`src/verilog/teom_pkg.sv`:
```
// Constants for the event / one-shot timer: register map, field positions,
// reset values and encodings. Assumes a 32-bit AXI4-Lite register bus.
package teom_pkg;
  localparam int unsigned TEOM_CNT_W = 16;
  localparam logic [TEOM_CNT_W-1:0] TEOM_ALL_ONES = 16'hFFFF;
  localparam logic [TEOM_CNT_W-1:0] TEOM_ZERO = 16'h0000;
  localparam logic [TEOM_CNT_W-1:0] TEOM_RELOAD_RST = 16'h0000;
  localparam logic [TEOM_CNT_W-1:0] TEOM_PRESCALE_RST = 16'h0000;

  // Register byte offsets.
  localparam logic [7:0] TEOM_OFF_CTRL = 8'h00;
  localparam logic [7:0] TEOM_OFF_EVT = 8'h04;
  localparam logic [7:0] TEOM_OFF_RELOAD = 8'h08;
  localparam logic [7:0] TEOM_OFF_COUNT = 8'h0C;
  localparam logic [7:0] TEOM_OFF_PRESCALE = 8'h10;

  // Control register fields.
  localparam int unsigned TEOM_CTRL_W = 7;
  localparam logic [TEOM_CTRL_W-1:0] TEOM_CTRL_RST = 7'h00;
  localparam int unsigned TEOM_B_ENABLE = 0;
  localparam int unsigned TEOM_B_RESET = 1;
  localparam int unsigned TEOM_B_DIR_UP = 2;
  localparam int unsigned TEOM_B_RELOAD_SEL = 3;
  localparam int unsigned TEOM_B_ONESHOT = 4;
  localparam int unsigned TEOM_B_EVENT = 5;
  localparam int unsigned TEOM_B_POUT_EN = 6;

  // Event control register fields.
  localparam int unsigned TEOM_EVT_W = 5;
  localparam logic [TEOM_EVT_W-1:0] TEOM_EVT_RST = 5'h00;
  localparam int unsigned TEOM_B_EDGE_RISE = 0;
  localparam int unsigned TEOM_B_EDGE_FALL = 1;
  localparam int unsigned TEOM_B_SRC_CHAIN = 2;
  localparam int unsigned TEOM_B_START_LO = 3;
  localparam int unsigned TEOM_B_START_HI = 4;
  localparam logic [1:0] TEOM_START_ENABLE = 2'h0;
  localparam logic [1:0] TEOM_START_CHAIN = 2'h1;
  localparam logic [1:0] TEOM_START_INPUT = 2'h2;

  localparam logic [1:0] TEOM_RESP_OKAY = 2'h0;
  localparam logic [1:0] TEOM_RESP_DECERR = 2'h3;

  typedef enum logic {TEOM_OS_IDLE, TEOM_OS_RUN} teom_os_e;
endpackage

```
`src/verilog/teom_timer.sv`:
```
// One 16-bit timer/counter with event mode and one-shot mode, AXI4-Lite slave.
// Assumes inputs are synchronous to aclk and the chained overflow input comes
// from the previous timer instance as a one-clock pulse.
//
// Chosen here: the address map and the AXI4-Lite slave port.
`timescale 1ns/10ps

////////////////////////////////////////////////////////////////////////////////
module teom_timer
(
  input wire logic aclk,
  input wire logic aresetn,
  input wire logic [7:0] s_axi_awaddr,
  input wire logic s_axi_awvalid,
  output logic s_axi_awready,
  input wire logic [31:0] s_axi_wdata,
  input wire logic [3:0] s_axi_wstrb,
  input wire logic s_axi_wvalid,
  output logic s_axi_wready,
  output logic [1:0] s_axi_bresp,
  output logic s_axi_bvalid,
  input wire logic s_axi_bready,
  input wire logic [7:0] s_axi_araddr,
  input wire logic s_axi_arvalid,
  output logic s_axi_arready,
  output logic [31:0] s_axi_rdata,
  output logic [1:0] s_axi_rresp,
  output logic s_axi_rvalid,
  input wire logic s_axi_rready,
  input wire logic timer_event_input,
  input wire logic chain_overflow_in,
  output logic timer_pulse_output,
  output logic chain_overflow_out,
  output logic irq_request
);

  logic [teom_pkg::TEOM_CTRL_W-1:0] ctrl;
  logic [teom_pkg::TEOM_EVT_W-1:0] evt_cfg;
  logic [teom_pkg::TEOM_CNT_W-1:0] reload;
  logic [teom_pkg::TEOM_CNT_W-1:0] prescale;
  logic [teom_pkg::TEOM_CNT_W-1:0] div_cnt;
  logic [teom_pkg::TEOM_CNT_W-1:0] count;
  logic in_q;
  logic chain_q;
  logic clr_pending;
  teom_pkg::teom_os_e os_state;
  teom_pkg::teom_os_e next_os_state;

  //////////////////////////////////////////////////////////////////////////////
  // Register bus decode.
  wire wr_go = s_axi_awvalid && s_axi_wvalid && !s_axi_awready && !s_axi_bvalid;
  wire rd_go = s_axi_arvalid && !s_axi_arready && !s_axi_rvalid;
  wire [31:0] wmask = {{8{s_axi_wstrb[3]}}, {8{s_axi_wstrb[2]}},
                       {8{s_axi_wstrb[1]}}, {8{s_axi_wstrb[0]}}};
  wire wr_ctrl = wr_go && (s_axi_awaddr == teom_pkg::TEOM_OFF_CTRL);
  wire wr_evt = wr_go && (s_axi_awaddr == teom_pkg::TEOM_OFF_EVT);
  wire wr_reload = wr_go && (s_axi_awaddr == teom_pkg::TEOM_OFF_RELOAD);
  wire wr_pre = wr_go && (s_axi_awaddr == teom_pkg::TEOM_OFF_PRESCALE);
  wire wr_hit = wr_ctrl || wr_evt || wr_reload || wr_pre ||
                (s_axi_awaddr == teom_pkg::TEOM_OFF_COUNT);
  wire [31:0] wval = s_axi_wdata & wmask;
  wire [31:0] ctrl_new = ({25'h000_0000, ctrl} & ~wmask) | wval;
  wire [31:0] evt_new = ({27'h000_0000, evt_cfg} & ~wmask) | wval;
  wire [31:0] reload_new = ({16'h0000, reload} & ~wmask) | wval;
  wire [31:0] pre_new = ({16'h0000, prescale} & ~wmask) | wval;

  // Reset control is a write-one strobe; it is never stored.
  wire rst_evt = wr_ctrl && ctrl_new[teom_pkg::TEOM_B_RESET];
  // The direction and mode written together with the strobe pick the start value.
  wire rst_up = ctrl_new[teom_pkg::TEOM_B_DIR_UP];
  wire rst_os = ctrl_new[teom_pkg::TEOM_B_ONESHOT];

  wire rd_ctrl = s_axi_araddr == teom_pkg::TEOM_OFF_CTRL;
  wire rd_evt = s_axi_araddr == teom_pkg::TEOM_OFF_EVT;
  wire rd_reload = s_axi_araddr == teom_pkg::TEOM_OFF_RELOAD;
  wire rd_count = s_axi_araddr == teom_pkg::TEOM_OFF_COUNT;
  wire rd_pre = s_axi_araddr == teom_pkg::TEOM_OFF_PRESCALE;
  wire rd_hit = rd_ctrl || rd_evt || rd_reload || rd_count || rd_pre;
  wire [31:0] rd_val = rd_ctrl ? {25'h000_0000, ctrl} :
                       rd_evt ? {27'h000_0000, evt_cfg} :
                       rd_reload ? {16'h0000, reload} :
                       rd_count ? {16'h0000, count} :
                       rd_pre ? {16'h0000, prescale} : 32'h0000_0000;

  //////////////////////////////////////////////////////////////////////////////
  // Configuration fields and event detection.
  wire enable = ctrl[teom_pkg::TEOM_B_ENABLE];
  wire dir_up = ctrl[teom_pkg::TEOM_B_DIR_UP];
  wire reload_on_wrap_sel = ctrl[teom_pkg::TEOM_B_RELOAD_SEL];
  wire oneshot = ctrl[teom_pkg::TEOM_B_ONESHOT];
  wire event_mode = ctrl[teom_pkg::TEOM_B_EVENT];
  wire pout_en = ctrl[teom_pkg::TEOM_B_POUT_EN];
  wire [1:0] start_sel = evt_cfg[teom_pkg::TEOM_B_START_HI:teom_pkg::TEOM_B_START_LO];

  wire ev_src = evt_cfg[teom_pkg::TEOM_B_SRC_CHAIN] ? chain_overflow_in : timer_event_input;
  wire ev_prev = evt_cfg[teom_pkg::TEOM_B_SRC_CHAIN] ? chain_q : in_q;
  wire ev_hit = (evt_cfg[teom_pkg::TEOM_B_EDGE_RISE] && ev_src && !ev_prev) ||
                (evt_cfg[teom_pkg::TEOM_B_EDGE_FALL] && !ev_src && ev_prev);
  wire chain_rise = chain_overflow_in && !chain_q;
  wire in_edge = (evt_cfg[teom_pkg::TEOM_B_EDGE_RISE] && timer_event_input && !in_q) ||
                 (evt_cfg[teom_pkg::TEOM_B_EDGE_FALL] && !timer_event_input && in_q);

  // The prescaler stands in for the programmable timer clock.
  wire clk_tick = div_cnt == prescale;
  wire os_tick = event_mode ? chain_rise : clk_tick;

  wire start_cond = (start_sel == teom_pkg::TEOM_START_ENABLE) ||
                    ((start_sel == teom_pkg::TEOM_START_CHAIN) && chain_rise) ||
                    ((start_sel == teom_pkg::TEOM_START_INPUT) && in_edge);
  wire os_start = oneshot && enable && (os_state == teom_pkg::TEOM_OS_IDLE) &&
                  start_cond && !rst_evt;
  wire os_run = oneshot && (os_state == teom_pkg::TEOM_OS_RUN);
  wire os_under = os_run && os_tick && (count == teom_pkg::TEOM_ZERO) && !rst_evt;

  wire ev_step = !oneshot && enable && ev_hit && !rst_evt;
  wire ev_wrap = ev_step && (dir_up ? (count == teom_pkg::TEOM_ALL_ONES) :
                                      (count == teom_pkg::TEOM_ZERO));
  wire [15:0] wrap_val = reload_on_wrap_sel ? reload :
                         (dir_up ? teom_pkg::TEOM_ZERO : teom_pkg::TEOM_ALL_ONES);
  wire [15:0] step_val = dir_up ? count + 16'h0001 : count - 16'h0001;

  logic [teom_pkg::TEOM_CNT_W-1:0] next_count;
  always_comb
  begin
    next_count = count;
    next_os_state = os_state;
    if (rst_evt)
    begin
      next_count = (rst_os || !rst_up) ? reload : teom_pkg::TEOM_ZERO;
      next_os_state = teom_pkg::TEOM_OS_IDLE;
    end
    else if (os_start)
    begin
      next_count = reload;
      next_os_state = teom_pkg::TEOM_OS_RUN;
    end
    else if (os_under)
      next_os_state = teom_pkg::TEOM_OS_IDLE;
    else if (os_run && os_tick)
      next_count = count - 16'h0001;
    else if (!oneshot)
    begin
      next_os_state = teom_pkg::TEOM_OS_IDLE;
      if (ev_wrap)
        next_count = wrap_val;
      else if (ev_step)
        next_count = step_val;
    end
  end

  //////////////////////////////////////////////////////////////////////////////
  // AXI4-Lite handshakes.
  always_ff @(posedge aclk)
  begin
    if (!aresetn)
    begin
      s_axi_awready <= 1'b0;
      s_axi_wready <= 1'b0;
      s_axi_bvalid <= 1'b0;
      s_axi_bresp <= teom_pkg::TEOM_RESP_OKAY;
      s_axi_arready <= 1'b0;
      s_axi_rvalid <= 1'b0;
      s_axi_rresp <= teom_pkg::TEOM_RESP_OKAY;
      s_axi_rdata <= 32'h0000_0000;
    end
    else
    begin
      s_axi_awready <= wr_go;
      s_axi_wready <= wr_go;
      if (wr_go)
      begin
        s_axi_bvalid <= 1'b1;
        s_axi_bresp <= wr_hit ? teom_pkg::TEOM_RESP_OKAY : teom_pkg::TEOM_RESP_DECERR;
      end
      else if (s_axi_bready)
        s_axi_bvalid <= 1'b0;
      s_axi_arready <= rd_go;
      if (rd_go)
      begin
        s_axi_rvalid <= 1'b1;
        s_axi_rdata <= rd_val;
        s_axi_rresp <= rd_hit ? teom_pkg::TEOM_RESP_OKAY : teom_pkg::TEOM_RESP_DECERR;
      end
      else if (s_axi_rready)
        s_axi_rvalid <= 1'b0;
    end
  end

  //////////////////////////////////////////////////////////////////////////////
  // Registers and timer state.
  always_ff @(posedge aclk)
  begin
    if (!aresetn)
    begin
      ctrl <= teom_pkg::TEOM_CTRL_RST;
      evt_cfg <= teom_pkg::TEOM_EVT_RST;
      reload <= teom_pkg::TEOM_RELOAD_RST;
      prescale <= teom_pkg::TEOM_PRESCALE_RST;
      div_cnt <= teom_pkg::TEOM_ZERO;
      count <= teom_pkg::TEOM_ZERO;
      in_q <= 1'b0;
      chain_q <= 1'b0;
      clr_pending <= 1'b0;
      os_state <= teom_pkg::TEOM_OS_IDLE;
    end
    else
    begin
      in_q <= timer_event_input;
      chain_q <= chain_overflow_in;
      div_cnt <= clk_tick ? teom_pkg::TEOM_ZERO : div_cnt + 16'h0001;
      count <= next_count;
      os_state <= next_os_state;
      // A software write wins over the hardware clear of enable.
      if (wr_ctrl)
        ctrl <= {ctrl_new[teom_pkg::TEOM_CTRL_W-1:teom_pkg::TEOM_B_RESET+1], 1'b0,
                 ctrl_new[teom_pkg::TEOM_B_ENABLE]};
      else if (clr_pending && os_tick)
        ctrl[teom_pkg::TEOM_B_ENABLE] <= 1'b0;
      if (os_start)
        clr_pending <= 1'b1;
      else if (os_tick || rst_evt)
        clr_pending <= 1'b0;
      if (wr_evt)
        evt_cfg <= evt_new[teom_pkg::TEOM_EVT_W-1:0];
      if (wr_reload)
        reload <= reload_new[15:0];
      if (wr_pre)
        prescale <= pre_new[15:0];
    end
  end

  always_ff @(posedge aclk)
  begin
    if (!aresetn)
    begin
      chain_overflow_out <= 1'b0;
      irq_request <= 1'b0;
      timer_pulse_output <= 1'b0;
    end
    else
    begin
      chain_overflow_out <= ev_wrap || os_under;
      irq_request <= ev_wrap || os_under;
      if (oneshot)
        timer_pulse_output <= os_start || (os_run && !os_under && !rst_evt);
      else if (!pout_en)
        timer_pulse_output <= 1'b0;
      else if (ev_wrap)
        timer_pulse_output <= !timer_pulse_output;
    end
  end
endmodule

```
`config.mk`:
```
export PLATFORM = sky130hd
export DESIGN_NAME = teom_timer
export DESIGN_NICKNAME = d
export VERILOG_FILES = /design/src/verilog/teom_pkg.sv /design/src/verilog/teom_timer.sv
export SDC_FILE = /design/constraint.sdc
export NUM_CORES = 1
export LEC_CHECK = 0
export ABC_AREA = 1
export BUFFER_PORTS_ARGS = -buffer_cell sky130_fd_sc_hd__buf_2
export CAP_MARGIN = 40
export CORE_AREA = 4 4 158 122
export DETAILED_ROUTE_END_ITERATION = 6
export DIE_AREA = 0 0 162 126
export PLACE_DENSITY = 0.57
export RECOVER_POWER = 100
export SLEW_MARGIN = 20
export SYNTH_ARGS = -nofsm -noshare
export SYNTH_HDL_FRONTEND = slang
export SYNTH_SLANG_ARGS = --single-unit
```
`constraint.sdc`:
```
create_clock -name aclk -period 2.3 [get_ports aclk]
set_input_delay 0.575 -clock aclk [delete_from_list [all_inputs] [get_ports aclk]]
set_output_delay 0.575 -clock aclk [all_outputs]
set_load 0.03 [all_outputs]
```
==> results of run 1 <==
==> path summary, 6_finish.rpt <==
| check | start | endpoint | slack [ns] | cells past startpoint |
|---|---|---|---|---|
| worst max-delay path | s_axi_araddr[2] | s_axi_rdata[2] | 0.15 | 11 |
| worst min-delay path | timer_event_input | in_q | 0.45 | 3 |
| worst max register to register | count[0] | count[3] | 0.23 | 14 |
| worst min register to register | s_axi_rdata[12] | s_axi_rdata[12] | 0.47 | 2 |
==> stage by stage <==
step	hold WS (ns)	instances	total power [W]	utilization	cell area, sq um
finish	0.451	1404	0.00380	0.433	7600
global route	0.478	1404	0.00394	0.433	7600
CTS	0.444	1403	0.00385	0.435	7630
detailed placement	0.452	1389	0.00215	0.417	7320
global placement	0.452	1389	0.00215	0.417	7320
floorplan	0.430	1092	0.00206	-	6650
==> synthesized netlist by cell type (all sizes together) <==
cell type and number:
xnor2 2, buf 35, o21ai 102, a211oi 1
conb 1, xor2 14, nor3b 2, nor2 147
o21bai 1, dfxtp 103, nand3 73, o211ai 6
nand2 291, and3b 1, o22ai 17, nor3 16
nand4 16, a31oi 1, o2111ai 2, clkbuf 23
nor4 1, clkinv 3, a21oi 97, or2 3
inv 115, ha 4
==> what timing repair did <==
action | 4_1_cts | 5_1_grt
endpoints found under the setup margin | 0 | 17
gates resized for setup | 0 | 8
buffers inserted | 0 | 1
==> final cells by class <==
| type | instances | area (sq um) | area share |
|---|---|---|---|
| multi-input cells | 813 | 3810 | 0.502 |
| flip-flops and latches | 103 | 2060 | 0.272 |
| repair buffers | 114 | 656 | 0.0863 |
| inverters | 118 | 444 | 0.0585 |
| well taps | 242 | 303 | 0.0398 |
| clock buffers | 10 | 239 | 0.0315 |
| clock inverters | 4 | 77.6 | 0.0102 |
==> worst reg2reg max path, cell delays in order (launching register included) <==
cell and delay [ns]:
sky130_fd_sc_hd__dfxtp_1 0.40, sky130_fd_sc_hd__ha_1 0.20, sky130_fd_sc_hd__nand2_1 0.14, sky130_fd_sc_hd__nor2_4 0.15, sky130_fd_sc_hd__nand2_1 0.08, sky130_fd_sc_hd__o21ai_1 0.15
sky130_fd_sc_hd__nand2_1 0.09, sky130_fd_sc_hd__clkinv_2 0.09, sky130_fd_sc_hd__nand2_4 0.17, sky130_fd_sc_hd__nand2_1 0.11, sky130_fd_sc_hd__o21ai_1 0.06, sky130_fd_sc_hd__nor2_1 0.09
sky130_fd_sc_hd__nor2_1 0.05, sky130_fd_sc_hd__nor2_1 0.13, sky130_fd_sc_hd__nor2_1 0.05
==> logic make-up after synthesis <==
| family | count (synthesis) | share of synthesized area |
|---|---|---|
| compound gates | 227 | 0.182 |
| flops | 103 | 0.313 |
| buf+inv | 176 | 0.120 |
| xor+xnor | 16 | 0.0213 |
| fa+ha+maj | 4 | 0.00760 |
| other cells | 1 | 0.000569 |
| simple gates | 550 | 0.356 |
==> routing by layer <==
metal,track usage,up-vias,part of all wire
met4,0.0353,0,0.0092
met5,0,-,0
met3,0.0307,13,0.070
li1,-,3620,-
met2,0.308,233,0.42
met1,0.317,3175,0.50
==> report_power, final <==
group	total, W	internal, W	switching (W)
Clock	0.00169	0.000981	0.000713
Sequential	0.00181	0.00180	0.0000139
Combinational	0.000291	0.0000765	0.000214
Total	0.00380	0.00286	0.000941
==> summary.txt, run 1 <==
Layout Area Growth over Synthesis: 15.3%
type of origin of the critical path: primary input
top-area cell type share of the netlist area: 0.313
Tightest Hold Check Type: primary input to flop
number of buffers inserted by hold repair at cts: 0
number of detailed-routing iterations run before antenna repair: 5
f_max: 466 MHz
die area: 0.0204 sq mm
Ports: 105
count of mapped cells out of synthesis: 1,077
Rows: 42
cell type contributing the most total cell area after synthesis: sky130_fd_sc_hd__dfxtp_1
Setup Slack @ Placement: 0.0189 ns
maximum fanout along the worst path: 17
data arrival time of the worst path: 2.39 ns
shortest clock period the worst path allows after layout: 2.15 ns
worst clock skew: 0.00974 ns
FF+latch count, synth: 103
Final Hold Viols: 0
total DRC errors in the routed layout: 0
cell family contributing the most delay on the critical path: buffers and inverters
distinct cell type count after synthesis: 42
total congestion overflow: 0
transition time at the pin with the least slew margin: 1.31 ns
first-pass GRT wire length: 33.8 mm
total of warnings raised by yosys: 0
Die X-Extent: 162 um
clock sinks: 103
Clock Tree Root: sky130_fd_sc_hd__clkbuf_16
post-route clock period utilization: 0.934
number of pins with negative max-slew slack in the final report: 0
antenna violations before repair: 0
per-cell via count in the routed design: 5.01
RSZ-0062 raised after global routing: no
fraction of final layout cells sized beyond drive strength 1: 0.109
maximum number of pins on one net before global-route repair: 69
P_leak: 3.29 nW
number of buffers created by CTS: 9
deepest level of the CTS H-tree: 3
Worst Setup Slack, final: 0.153 ns
top cells by area in the synthesized netlist: sky130_fd_sc_hd__dfxtp_1, sky130_fd_sc_hd__nand2_1, sky130_fd_sc_hd__nor2_1
required time reported for the critical path endpoint: 2.54 ns
outcome: completed
largest incremental delay on the critical path: 0.74 ns
commonest non-fill, non-tap cell in the layout: sky130_fd_sc_hd__nand2_1
number of design-rule violations left by the first detailed-router iteration: 559
CTS Buffer Depth: 2
final setup fails: 0
residual antenna-violating net count after detailed routing: 0
WS Path Type: primary input to flop
number of global-route vias before repair: 6,318
sequential share of the synthesized area: 0.313
power per standard cell area: 500 mW/mm^2
peak supply drop: 0.000415 V
initial core utilization: 0.375
clock tree from TritonCTS: done
clock-pin slew on the worst setup and hold paths: 0.07 ns
Core Area: 0.0176 sq mm
headroom to the max-slew limit: 0.125
HPWL reported at the end of detailed placement: 16.4 mm
insertion delay of the later-clocked pin in the worst-skew pair: 0.35 ns
number of port buffers: 70
crit end category: flop
Routed wire per std cell: 15.1 um
buffers plus inverters on the worst setup path: 4
Final #Nets: 1,224
post-synthesis area per instance: 6.12 sq um
Post-Synthesis Cell Area: 0.00659 sq mm
list of cells traversed by the critical path: buf_2 -> inv_1 -> nand2_1 -> nor2_1 -> nand4_1 -> clkbuf_1 -> o22ai_1 -> a21oi_1 -> o211ai_1 -> o211ai_1 -> inv_1
final weighted congestion of routability-driven global placement: 0.920
antenna cells: 0
WL final: 21.2 mm
via count: 7,041
Global Route Usage Sum: 0.206
library cell contributing the largest single delay on the critical path: sky130_fd_sc_hd__clkbuf_1
Layout fillers: 1,965
commonest cells after routing, fill and taps aside: sky130_fd_sc_hd__nand2_1, sky130_fd_sc_hd__nor2_1, sky130_fd_sc_hd__inv_1
# Max-Cap Violations: 0
sum of negative setup slack: 0 ns
floorplan die height: 126 um
(Power assumes the default switching activity.)
==> run 2: changes to the inputs <==
--- a/config.mk
+++ b/config.mk
@@ -11,6 +11,7 @@
 export CORE_AREA = 4 4 158 122
 export DETAILED_ROUTE_END_ITERATION = 6
 export DIE_AREA = 0 0 162 126
+export GPL_TIMING_DRIVEN = 0
 export PLACE_DENSITY = 0.57
 export RECOVER_POWER = 100
 export SLEW_MARGIN = 20
==> run 2 against run 1 <==
  * Clock skew barely moved
  * Utilization rose by 0.47 points
  * Setup slack improved by 0.0083 ns
  * Cell count rose by 1.2%
  * Clock power rose by 10%
  * First-iteration DRC count rose by 8.6%
  * Non-clock buffer count rose by 15
  * Power rose by 5.3%
  * Via count rose by 2.4%
  * Global-route usage rose by 1.4 points
  * Critical endpoint is now s_axi_rdata[14]
==> summary.txt, run 2 (same netlist as run 1, synthesis figures left out) <==
final core utilization: 0.438 (+0.00470)
WS Path Type: primary input to flop
Die X-Extent: 162 um (unchanged)
power per standard cell area: 521 mW/mm^2 (+4.1%)
Hold Slack: 0.443 ns (-0.00891 ns)
floorplan die height: 126 um (unchanged)
insertion delay of the later-clocked pin in the worst-skew pair: 0.36 ns (about the same)
final setup fails: 0 (unchanged)
via count: 7,213 (+2.4%)
initial core utilization: 0.375 (unchanged)
antenna violations before repair: 0 (unchanged)
Tightest Hold Check Type: primary input to flop
commonest cells after routing, fill and taps aside: sky130_fd_sc_hd__nand2_1, sky130_fd_sc_hd__nor2_1, sky130_fd_sc_hd__inv_1
Routed wire per std cell: 15.9 um (+5.1%)
number of buffers created by CTS: 9 (unchanged)
# Max-Cap Violations: 0 (unchanged)
final std cells w/o fill: 1,421 (+1.2%)
maximum fanout along the worst path: 10 (-7)
die area: 0.0204 sq mm (unchanged)
shortest clock period the worst path allows after layout: 2.14 ns (-0.00833 ns)
number of pins with negative max-slew slack in the final report: 0 (unchanged)
number of global-route vias before repair: 6,433 (+1.8%)
clock-pin slew on the worst setup and hold paths: 0.07 ns (about the same)
CTS Buffer Depth: 2 (unchanged)
deepest level of the CTS H-tree: 3 (unchanged)
number of buffers inserted by hold repair at cts: 0 (unchanged)
residual antenna-violating net count after detailed routing: 0 (unchanged)
headroom to the max-slew limit: 0.530 (+0.405)
per-cell via count in the routed design: 5.08 (+1.2%)
number of port buffers: 69 (-1.4%)
setup slack of the worst register-to-register path: 0.19 ns (-0.04 ns)
total congestion overflow: 0 (unchanged)
outcome: completed
f_max: 467 MHz (+0.39%)
type of origin of the critical path: primary input
Layout fillers: 1,979 (+0.71%)
antenna cells: 0 (unchanged)
clock sinks: 103 (unchanged)
sequential cell area: 0.00207 sq mm (+0.30%)
fraction of final layout cells sized beyond drive strength 1: 0.115 (+0.00606)
P_leak: 3.33 nW (+1.1%)
HPWL reported at the end of detailed placement: 18.0 mm (+10%)
Global Route Usage Sum: 0.220 (+0.0141)
final weighted congestion of routability-driven global placement: 0.926 (+0.71%)
final instance area: 0.00768 sq mm (+1.1%)
peak supply drop: 0.000305 V (-26%)
data arrival time of the worst path: 2.42 ns (+0.03 ns)
Layout Area Growth over Synthesis: 16.6%
Final #Nets: 1,239 (+1.2%)
Rows: 42 (unchanged)
required time reported for the critical path endpoint: 2.58 ns (+0.04 ns)
total power of the final layout: 0.00400 W (+5.3%)
post-route clock period utilization: 0.930 (-0.00362)
Ports: 105 (unchanged)
area taken by multi-input logic gates: 0.00383 sq mm (+0.43%)
number of design-rule violations left by the first detailed-router iteration: 607 (+8.6%)
Core Area: 0.0176 sq mm (unchanged)
WL final: 22.6 mm (+6.3%)
worst clock skew: 0.00952 ns (-0.000219 ns)
first-pass GRT wire length: 35.7 mm (+5.4%)
RSZ-0062 raised after global routing: no
crit end category: flop
transition time at the pin with the least slew margin: 0.705 ns (-0.607 ns)
Final Hold Viols: 0 (unchanged)
total DRC errors in the routed layout: 0 (unchanged)
maximum number of pins on one net before global-route repair: 17 (-75%)
Clock Tree Root: sky130_fd_sc_hd__clkbuf_16
placed insts: 1,403 (+1.0%)
clock tree from TritonCTS: done
number of detailed-routing iterations run before antenna repair: 6 (+1)
commonest non-fill, non-tap cell in the layout: sky130_fd_sc_hd__nand2_1
total placed instance area: 0.00729 sq mm (-0.31%)
## run 2: cell count changes in the layout (fill, tap and decap cells not counted), sizes merged
cell / delta
clkbuf: +23
clkinv: -1
bufinv: +1
buf: -6
## run 2: final timing paths
check / startpoint / to / depth (start not counted)
max: s_axi_araddr[2] / s_axi_rdata[14] / 9
min: timer_event_input / in_q / 3
max reg2reg: count[1] / count[4] / 16
min reg2reg: s_axi_rdata[7] / s_axi_rdata[7] / 2
## run 2: critical path, stage by stage
cell and delay, ns:
sky130_fd_sc_hd__buf_2 0.14, sky130_fd_sc_hd__inv_1 0.18, sky130_fd_sc_hd__nand2_1 0.07, sky130_fd_sc_hd__nor2_1 0.09, sky130_fd_sc_hd__nand4_1 0.41, sky130_fd_sc_hd__clkbuf_1 0.40, sky130_fd_sc_hd__o22ai_1 0.22, sky130_fd_sc_hd__o21ai_0 0.16
sky130_fd_sc_hd__a21oi_1 0.18
## run 2: routing by layer
layer,part of all wire,GRT usage,vias up
li1,-,-,3654
met1,0.51,0.350,3278
met2,0.40,0.311,268
met3,0.080,0.0359,13
met4,0.0092,0.0413,0
met5,0,0,-
## run 2: what timing repair did
action	CTS	global route
resized for setup	1	23
setup buffers	0	2
pin swaps	0	1
endpoints found under the hold margin	0	0
setup endpoints to repair	1	20
## run 2: layout make-up
class / instances / area share
Timing Repair Buffer: 71 / 0.0424
Inverter: 118 / 0.0580
Sequential cell: 103 / 0.270
Clock buffer: 12 / 0.0334
Tap cell: 242 / 0.0394
Buffer: 58 / 0.0456
Multi-Input combinational cell: 813 / 0.499
Clock inverter: 4 / 0.0129
## run 2: power breakdown
part	internal (W)	switching [W]
clock network	0.00113	0.000730
logic	0.0000955	0.000231
registers	0.00180	0.0000134
total	0.00302	0.000974
## run 2: through the flow
stage	worst slack, ns	setup TNS [ns]
global placement	-0.300	-3.28
global route	0.00297	0
finish	0.161	0
floorplan	0.358	0
CTS	0.00471	0
detailed placement	-0.321	-3.47
